### src/hbp_defines.svh
`ifndef HBP_DEFINES_SVH
`define HBP_DEFINES_SVH

`define HBP_CLK_PERIOD_NS   50
`define HBP_ABORT_TIME_NS   750000
`define HBP_ABORT_CYCLES    (`HBP_ABORT_TIME_NS / `HBP_CLK_PERIOD_NS)
`define HBP_SEL_DATA        1'b0
`define HBP_SEL_FLAGS       1'b1
`define HBP_FLAG_WRITE_BIT  0
`define HBP_FLAG_REPLY_BIT  1
`define HBP_FETCH_CMD       8'h70
`define HBP_SET_ADDR_CMD    8'h7C
`define HBP_SUCCESS_TERM    8'h00
`define HBP_MEAS_BYTES      3'h3
`define HBP_LAST_IDX        3'h4
`define HBP_ADDR_DEFAULT    8'hC0
`define HBP_ZERO_BYTE       8'h00

`endif

### src/hbp_pkg.sv
`default_nettype none
package hbp_pkg;
  typedef enum logic [2:0] {
    HBP_BOOT,
    HBP_IDLE,
    HBP_DECODE,
    HBP_SEND,
    HBP_WAIT_ARG
  } hbp_seq_e;
  typedef logic [7:0] hbp_byte_t;
endpackage
`default_nettype wire

### src/hbp_nvm.sv
`timescale 1ns/1ps
`default_nettype none
`include "hbp_defines.svh"
module hbp_nvm #(
  parameter logic [7:0] INIT = `HBP_ADDR_DEFAULT
) (
  // clock
  input  wire logic       i_clk,
  // write port
  input  wire logic       i_we,
  input  wire logic [7:0] i_wdata,
  // registered read
  output logic      [7:0] o_rdata
);
  // not reset: contents survive any reset, like the on-board store
  logic [7:0] cell_r = INIT;

  always_ff @(posedge i_clk) begin
    if (i_we) begin
      cell_r <= i_wdata;
    end
  end

  always_ff @(posedge i_clk) begin
    o_rdata <= cell_r;
  end
endmodule // hbp_nvm
`default_nettype wire

### src/hbp_sync.sv
`timescale 1ns/1ps
`default_nettype none
module hbp_sync #(
  parameter int W = 1
) (
  // clock and reset
  input  wire logic         i_clk,
  input  wire logic         i_rst,
  // levels
  input  wire logic [W-1:0] i_async,
  output logic      [W-1:0] o_sync
);
  logic [W-1:0] meta_r;

  always_ff @(posedge i_clk) begin
    if (i_rst) begin
      meta_r <= '0;
      o_sync <= '0;
    end else begin
      meta_r <= i_async;
      o_sync <= meta_r;
    end
  end
endmodule // hbp_sync
`default_nettype wire

### src/hbp_top.sv
`timescale 1ns/1ps
`default_nettype none
`include "hbp_defines.svh"
module hbp_top
  import hbp_pkg::*;
#(
  parameter int ABORT_CYCLES = `HBP_ABORT_CYCLES
) (
  // clock and reset
  input  wire logic       I_REF_CLK,
  input  wire logic       I_SRST,
  // bus pins
  input  wire logic [9:0] I_SA,
  input  wire logic       I_IOR_N,
  input  wire logic       I_IOW_N,
  input  wire logic [7:0] I_SD,
  output logic      [7:0] O_SD,
  output logic            O_SD_OE,
  // measurement source
  input  wire logic [23:0] I_MEAS_VALUE,
  output logic      [1:0]  O_MEAS_CHAN,
  // status
  output logic      [7:0] O_BUS_ADDR,
  output logic            O_ABORT
);
  logic [9:0]  sa_s;
  logic [7:0]  sd_s;
  logic [1:0]  strb_s;
  logic        ior_n_q_r;
  logic        iow_n_q_r;
  logic        rd_sel_r;
  logic        rd_port_r;
  logic        wr_sel_r;
  logic        wr_port_r;
  logic        ibf_r;
  logic        obf_r;
  hbp_byte_t   in_buf_r;
  hbp_byte_t   out_buf_r;
  hbp_byte_t   cmd_r;
  hbp_byte_t   addr_r;
  hbp_byte_t   nvm_q;
  logic        nvm_we;
  hbp_seq_e    seq_r;
  logic [2:0]  idx_r;
  logic [31:0] tmo_r;
  logic        take;
  logic        load;
  logic        abort;
  logic        ior_lead;
  logic        ior_trail;
  logic        iow_lead;
  logic        iow_trail;
  logic        host_data_wr;
  logic        host_data_rd_end;
  logic        hit;
  hbp_byte_t   flags_byte;

  function automatic logic addr_hit(input logic [9:0] sa, input logic [7:0] base);
    addr_hit = (sa[9:2] == base);
  endfunction

  function automatic hbp_byte_t reply_byte(input logic [2:0] idx, input logic [23:0] meas);
    case (idx)
      3'h0:    reply_byte = meas[7:0];
      3'h1:    reply_byte = meas[15:8];
      3'h2:    reply_byte = meas[23:16];
      default: reply_byte = `HBP_SUCCESS_TERM;
    endcase
  endfunction

  hbp_sync #(.W(10)) u_sa_sync (
    .i_clk   (I_REF_CLK),
    .i_rst   (I_SRST),
    .i_async (I_SA),
    .o_sync  (sa_s)
  );

  hbp_sync #(.W(8)) u_sd_sync (
    .i_clk   (I_REF_CLK),
    .i_rst   (I_SRST),
    .i_async (I_SD),
    .o_sync  (sd_s)
  );

  // strobes idle high
  hbp_sync #(.W(2)) u_strb_sync (
    .i_clk   (I_REF_CLK),
    .i_rst   (I_SRST),
    .i_async ({~I_IOR_N, ~I_IOW_N}),
    .o_sync  (strb_s)
  );

  hbp_nvm #(.INIT(`HBP_ADDR_DEFAULT)) u_nvm (
    .i_clk   (I_REF_CLK),
    .i_we    (nvm_we),
    .i_wdata (in_buf_r),
    .o_rdata (nvm_q)
  );

  // strobe edges from the synchronised copies only
  always_ff @(posedge I_REF_CLK) begin
    if (I_SRST) begin
      ior_n_q_r <= 1'b1;
      iow_n_q_r <= 1'b1;
    end else begin
      ior_n_q_r <= ~strb_s[1];
      iow_n_q_r <= ~strb_s[0];
    end
  end

  assign ior_lead  = ior_n_q_r & strb_s[1];
  assign ior_trail = ~ior_n_q_r & ~strb_s[1];
  assign iow_lead  = iow_n_q_r & strb_s[0];
  assign iow_trail = ~iow_n_q_r & ~strb_s[0];
  // decoding waits for the boot load so a stale address never answers
  assign hit       = (seq_r != HBP_BOOT) && addr_hit(sa_s, addr_r);

  // cycle qualification latched at the leading edge
  always_ff @(posedge I_REF_CLK) begin
    if (I_SRST) begin
      rd_sel_r  <= 1'b0;
      rd_port_r <= 1'b0;
      wr_sel_r  <= 1'b0;
      wr_port_r <= 1'b0;
    end else begin
      if (ior_lead) begin
        rd_sel_r  <= hit;
        rd_port_r <= sa_s[0];
      end else if (ior_trail) begin
        rd_sel_r <= 1'b0;
      end
      if (iow_lead) begin
        wr_sel_r  <= hit;
        wr_port_r <= sa_s[0];
      end else if (iow_trail) begin
        wr_sel_r <= 1'b0;
      end
    end
  end

  assign host_data_wr     = iow_trail & wr_sel_r & (wr_port_r == `HBP_SEL_DATA);
  assign host_data_rd_end = ior_trail & rd_sel_r & (rd_port_r == `HBP_SEL_DATA);

  // overwrite allowed: no guard against a pending byte
  always_ff @(posedge I_REF_CLK) begin
    if (I_SRST) begin
      in_buf_r <= `HBP_ZERO_BYTE;
    end else if (host_data_wr) begin
      in_buf_r <= sd_s;
    end
  end

  // set wins over clear on both flags
  always_ff @(posedge I_REF_CLK) begin
    if (I_SRST) begin
      ibf_r <= 1'b0;
    end else if (host_data_wr) begin
      ibf_r <= 1'b1;
    end else if (take || abort) begin
      ibf_r <= 1'b0;
    end
  end

  always_ff @(posedge I_REF_CLK) begin
    if (I_SRST) begin
      obf_r <= 1'b0;
    end else if (load) begin
      obf_r <= 1'b1;
    end else if (host_data_rd_end || abort) begin
      obf_r <= 1'b0;
    end
  end

  // flag byte from named bit positions; upper bits stay zero
  always_comb begin
    flags_byte                      = `HBP_ZERO_BYTE;
    flags_byte[`HBP_FLAG_WRITE_BIT] = ibf_r;
    flags_byte[`HBP_FLAG_REPLY_BIT] = obf_r;
  end

  // read data driven while the strobe is low; flag writes land nowhere
  always_ff @(posedge I_REF_CLK) begin
    if (I_SRST) begin
      O_SD    <= `HBP_ZERO_BYTE;
      O_SD_OE <= 1'b0;
    end else begin
      O_SD_OE <= rd_sel_r & strb_s[1];
      if (rd_port_r == `HBP_SEL_DATA) begin
        O_SD <= out_buf_r;
      end else begin
        O_SD <= flags_byte;
      end
    end
  end

  // on-board sequencer
  assign take   = ((seq_r == HBP_IDLE) || (seq_r == HBP_WAIT_ARG)) && ibf_r;
  assign load   = (seq_r == HBP_SEND) && !obf_r && (idx_r != `HBP_LAST_IDX);
  assign abort  = ((seq_r == HBP_SEND) || (seq_r == HBP_WAIT_ARG)) &&
                  (tmo_r >= 32'(ABORT_CYCLES - 1));
  assign nvm_we = (seq_r == HBP_WAIT_ARG) && ibf_r;

  always_ff @(posedge I_REF_CLK) begin
    if (I_SRST) begin
      seq_r       <= HBP_BOOT;
      cmd_r       <= `HBP_ZERO_BYTE;
      idx_r       <= 3'h0;
      addr_r      <= `HBP_ZERO_BYTE;
      O_MEAS_CHAN <= 2'h0;
    end else if (abort) begin
      seq_r <= HBP_IDLE;
    end else begin
      case (seq_r)
        HBP_BOOT: begin
          addr_r <= nvm_q;
          seq_r  <= HBP_IDLE;
        end
        HBP_IDLE: begin
          if (ibf_r) begin
            cmd_r <= in_buf_r;
            seq_r <= HBP_DECODE;
          end
        end
        HBP_DECODE: begin
          idx_r <= 3'h0;
          if (cmd_r[7:2] == 6'(`HBP_FETCH_CMD >> 2)) begin
            O_MEAS_CHAN <= cmd_r[1:0];
            seq_r       <= HBP_SEND;
          end else if (cmd_r == `HBP_SET_ADDR_CMD) begin
            seq_r <= HBP_WAIT_ARG;
          end else begin
            seq_r <= HBP_IDLE;
          end
        end
        HBP_SEND: begin
          if (!obf_r) begin
            if (idx_r == `HBP_LAST_IDX) begin
              seq_r <= HBP_IDLE;
            end else begin
              idx_r <= idx_r + 3'h1;
            end
          end
        end
        HBP_WAIT_ARG: begin
          if (ibf_r) begin
            addr_r <= in_buf_r;
            idx_r  <= `HBP_MEAS_BYTES;
            seq_r  <= HBP_SEND;
          end
        end
        default: seq_r <= HBP_IDLE;
      endcase
    end
  end

  always_ff @(posedge I_REF_CLK) begin
    if (I_SRST) begin
      out_buf_r <= `HBP_ZERO_BYTE;
    end else if (load) begin
      out_buf_r <= reply_byte(idx_r, I_MEAS_VALUE);
    end
  end

  // waiting time restarts at every handshake step
  always_ff @(posedge I_REF_CLK) begin
    if (I_SRST) begin
      tmo_r <= 32'h0;
    end else if (load || take || abort || (seq_r != HBP_SEND && seq_r != HBP_WAIT_ARG)) begin
      tmo_r <= 32'h0;
    end else begin
      tmo_r <= tmo_r + 32'h1;
    end
  end

  always_ff @(posedge I_REF_CLK) begin
    if (I_SRST) begin
      O_ABORT    <= 1'b0;
      O_BUS_ADDR <= `HBP_ZERO_BYTE;
    end else begin
      O_ABORT    <= abort;
      O_BUS_ADDR <= addr_r;
    end
  end
endmodule // hbp_top
`default_nettype wire

### config.mk
export PLATFORM = sky130hd
export DESIGN_NAME = hbp_top
export DESIGN_NICKNAME = d
export VERILOG_FILES = /design/src/hbp_pkg.sv /design/src/hbp_nvm.sv /design/src/hbp_sync.sv /design/src/hbp_top.sv
export VERILOG_INCLUDE_DIRS = /design/src
export SDC_FILE = /design/constraint.sdc
export NUM_CORES = 1
export LEC_CHECK = 0
export BUFFER_PORTS_ARGS = -buffer_cell sky130_fd_sc_hd__buf_4
export CAP_MARGIN = 40
export CORE_ASPECT_RATIO = 0.75
export CORE_MARGIN = 2
export CORE_UTILIZATION = 61
export CTS_CLUSTER_SIZE = 40
export DETAILED_ROUTE_END_ITERATION = 7
export GPL_TIMING_DRIVEN = 1
export PLACE_DENSITY = 0.83
export SETUP_SLACK_MARGIN = 0.05
export SKIP_LAST_GASP = 1
export SYNTH_ARGS = -nofsm -noshare
export SYNTH_HDL_FRONTEND = slang
export SYNTH_HIERARCHICAL = 1
export SYNTH_SLANG_ARGS = --single-unit
### constraint.sdc
create_clock -name I_REF_CLK -period 5.2 [get_ports I_REF_CLK]
set_input_delay 0.78 -clock I_REF_CLK [delete_from_list [all_inputs] [get_ports I_REF_CLK]]
set_output_delay 0.78 -clock I_REF_CLK [all_outputs]
set_load 0.02 [all_outputs]
### After elaboration in Yosys (flattened, before gate mapping)

Cells that the tools add are included.

* multiplexer cells: 23
* order comparisons: 1
* $mul: 0
* add/sub/neg operators: 2
* bitwise operators: 18
* div/mod/pow operators: 0
* reductions and logical operators: 33
* shift operators: 0
* equal/unequal tests: 22

Operators by type and width (count)
* adder 32 x 1 -> 32 bit (second input constant): 1
* >= comparator 32 x 14 -> 1 bit (second input constant): 1
* 2-to-1 mux 3 bit: 8
* case mux 8 bit (3 select lines): 1
* case mux 8 bit (2 select lines): 1
* != test 3 bit (second input constant): 5
* case mux 3 bit (4 select lines): 1
* nonzero test 2 bit: 5
* bitwise AND 1 bit: 9
* == test 3 x 2 -> 1 bit (second input constant): 3
* 2-to-1 mux 1 bit: 9
* NOT 1 bit: 9
* case mux 3 bit (3 select lines): 1
* AND reduction 3 bit: 3
* == test 8 x 7 -> 1 bit (second input constant): 1
* == test 8 bit: 1
* 2-to-1 mux 8 bit: 1
* != test 2 bit (second input constant): 4
* AND reduction 4 bit: 2
* logical AND 1 bit: 7
* logical OR 1 bit: 7
* == test 3 x 1 -> 1 bit (second input constant): 2
* == test 3 bit (second input constant): 2
* == test 6 x 5 -> 1 bit (second input constant): 1
* 9 further kinds: 14

* memory bits (writable): 0
* input port bits: 46
* latch bits: 0
* memories kept: 0
* bits in read-only memories: 0
* word-level logic and storage cells: 129
* flip-flop bits (word level): 154

### Longest topological paths before layout

* depth in word-level cells: 7
* depth in mapped cells: 8
* gate-level depth less buffers: 8

### Hierarchy

The synthesis kept the hierarchy.

Modules (own cells, without submodules)
* hbp_top: cells an instance 380, times used 1, area each 3950.0 um2
* hbp_sync (u_sa_sync): cells an instance 42, times used 1, area each 618.1 um2
* hbp_sync (u_sd_sync): cells an instance 33, times used 1, area each 464.2 um2
* hbp_nvm: cells an instance 16, times used 1, area each 400.4 um2
* hbp_sync (u_strb_sync): cells an instance 8, times used 1, area each 105.1 um2

### Worst setup path before layout

OpenSTA, ideal clock, no wires.

* kind: input to register
* start point: in I_SRST
* end point: reg O_ABORT
* setup time: 0.128 ns
* path buffers: 4
* cell stages on the path: 5
* path slack: 3.361 ns
* arrival: 1.711 ns
* path through: clkdlybuf4s15_1 clkbuf_8 clkbuf_8 clkbuf_1 nor2_1

RTL lines
* from (decl): RTL line hbp_top.sv:11 `input wire logic I_SRST,`
* to (signal assigned): RTL line hbp_top.sv:280 `O_ABORT <= abort;`
* to (decl): RTL line hbp_top.sv:24 `output logic O_ABORT`

No word-level cell between the ends.

### Worst setup path after layout

* start point: reg seq_r[2]
* end point: reg tmo_r[6]

* cells in the longest elaborated chain, start to end: 7

RTL lines
* from (decl): RTL line hbp_top.sv:43 `hbp_seq_e seq_r;`
* from (signal assigned): RTL line hbp_top.sv:205 `seq_r <= HBP_BOOT;`
* from (signal assigned): RTL line hbp_top.sv:211 `seq_r <= HBP_IDLE;`
* from (signal assigned): RTL line hbp_top.sv:216 `seq_r <= HBP_IDLE;`
* == test 3 x 2 -> 1 bit (tied with other cells): RTL line hbp_top.sv:198, hbp_top.sv:199
* logical AND 1 bit or logical OR 1 bit (tied branches): RTL line hbp_top.sv:198, hbp_top.sv:197
* logical AND 1 bit, on equally long branches: RTL line hbp_top.sv:198, hbp_top.sv:197
* logical OR 1 bit (2 in a row): RTL line hbp_top.sv:268 `end else if (load || take || abort || (seq_r != HBP_SEND && seq_r != HBP_WAIT_ARG)) begin`
* logical OR 1 bit (*): RTL line hbp_top.sv:268
* OR reduction 2 bit (no line) (*)
* to (signal assigned): RTL line hbp_top.sv:271 `tmo_r <= tmo_r + 32'h1;`
* to (decl): RTL line hbp_top.sv:45 `logic [31:0] tmo_r;`

Mark *: on every way between the ends. The rest lies on a longest branch, timed or not.
A chain may end at the register's enable or synchronous reset.

==> flow_summary.json <==
{
  "cts_hold_buf": 0,
  "die_h_um": 86.1,
  "dr_total_vias": 3477,
  "fin_hold_ws_ns": 0.342,
  "hold_violations": 0,
  "area_growth_pct": 20.1,
  "clock_path_buffers": 2,
  "r2r_start": "seq_r[2]",
  "grt_pass1_vias": 3450,
  "nNetsFinal": 614,
  "drive_gt1_frac": 0.274,
  "finalSetupViolations": 0,
  "setup_ws_ns": 2.73,
  "path_cells": "nor2_1 > a21oi_1 > nand3_2 > nor2_1",
  "crit_arrival_ns": 2.80,
  "grt_usage": 0.213,
  "syn_avg_cell_area_um2": 11.5,
  "min_to": "u_nvm/o_rdata[7]",
  "num_antenna_cells": 0,
  "dp_hpwl_um": 6480,
  "startpoint_type": "flip-flop",
  "fmax_ghz": 0.405,
  "reg2reg_to": "tmo_r[6]",
  "portBuffers": 64,
  "pre_cts_slack_ns": 2.71,
  "synth_area_um2": 5480,
  "syn_inst": 475,
  "wl_per_cell_um": 14.3,
  "antenna_left": 0,
  "h-tree-depth": 4,
  "holdCritStartpoint": "u_nvm/cell_r[7]",
  "rows": 29,
  "grt_max_degree": 55,
  "fin_crit_sh": 0.475,
  "min_path_type": "flip-flop to flip-flop",
  "dieWidth_um": 113,
  "cts_sinks": 152,
  "ios": 66,
  "post_cts_buffers": 0,
  "end_kind": "flip-flop",
  "firstDrtPassIters": 4,
  "seqCellArea_um2": 3120,
  "p_leak_nw": 2.70,
  "drt-initial-drc-count": 255,
  "fin_setup_tns_ns": 0,
  "antenna_found_initial": 0,
  "die_area_um2": 9770,
  "start_util": 0.637,
  "ff2ff_path_depth": 4,
  "wl_um": 9740,
  "rsz0062_at_grt": "false",
  "clock_latency_ns": 0.41,
  "cts_resized": 0,
  "remaining_drc_errors": 0,
  "crit_path_max_incr_delay_ns": 0.93,
  "worst-setup-path-type": "flip-flop to flip-flop",
  "status": "finished, final reports clean",
  "coreArea_um2": 8600,
  "maxCapViolCount": 0,
  "worst_path_most_repeated_cell": "nor2_1",
  "synth_warnings": 6,
  "viasPerCell": 5.11,
  "grt_first_pass_wirelength_um": 16000,
  "pwr_density_cell_nw_per_um2": 367,
  "slowest_stage": "dfxtp_1",
  "clk_pin_slew_worst_paths_ns": 0.06,
  "fin_worst_skew_ns": 0.0168,
  "hold_depth": 0,
  "maxSlewHeadroom": 0.380,
  "multi_input_area_um2": 2230,
  "period_minus_slack_ns": 2.47,
  "r2r_setup_slack_ns": 2.73,
  "cp.required_ns": 5.53,
  "peakVddDrop_uv": 296,
  "total_power_w": 0.00241,
  "overflow": 0,
  "cts_tree": "yes",
  "maxSlewViolCount": 0,
  "gp_congestion": 0.829,
  "worst_pin_slew_ns": 0.929,
  "cp_max_fo": 19,
  "cts_buffers": 17,
  "fill_cells": 541,
  "cts_root_buffer": "clkbuf_16"
}
## cell usage in the layout (no fill, tap or decap), drive strengths merged, types with 12 or more instances in the layout
master	count
and2b	13
clkbuf	24
buf	66
nor2b	35
o21ai	12
nor2	59
nand2	25
inv	13
mux2i	30
conb	18
dfxtp	144
## report_power, final
part           switching, W  internal (W)
registers         0.0000121       0.00120
clock network      0.000430      0.000681
logic             0.0000376     0.0000526
## layout make-up
type	instances	share of cell area
flip-flops and latches	152	0.475
inverters	13	0.00741
well taps	108	0.0205
clock buffers	24	0.0717
repair buffers	66	0.0753
clock inverters	8	0.0114
multi-input cells	309	0.339
## flip-flops by register name (all words and copies together), names as in the netlist, 3 cells and up
register / cells
O_BUS_ADDR: 8
O_SD: 8
addr_r: 8
cmd_r: 8
idx_r: 3
in_buf_r: 8
out_buf_r: 8
seq_r: 3
tmo_r: 32
u_nvm/cell_r: 8
u_nvm/o_rdata: 8
u_sa_sync/meta_r: 9
u_sa_sync/o_sync: 9
u_sd_sync/meta_r: 8
u_sd_sync/o_sync: 8
## per-layer routing
metal,up-vias,routed length [um],global-route usage
met5,-,0,0
met4,0,76,0.0887
met3,6,536,0.0700
met2,90,4680,0.341
met1,1629,4450,0.267
li1,1752,-,-
## worst max-delay path by stage
stage               startpoint   endpoint  slack (ns)
floorplan               I_SRST    O_ABORT        3.36
global placement        I_SRST  addr_r[0]        2.74
detailed placement      I_SRST  addr_r[1]        2.71
CTS                   seq_r[2]   tmo_r[6]        2.77
global route          seq_r[2]   tmo_r[5]        2.54
finish                seq_r[2]   tmo_r[6]        2.73
## metrics by stage
stage	instances	area [um^2]	utilization
after floorplan	492	5540	-
after global placement	647	6030	0.701
after detailed placement	648	6030	0.702
after CTS	680	6580	0.765
after global routing	680	6580	0.765
final	680	6580	0.765
## critical path: cells and delay by family, from the launching register on
kind,cells,cell delay [ns]
simple gates,3,0.86
compound gates,1,0.60
flops,1,0.93
(Power assumes the default switching activity.)
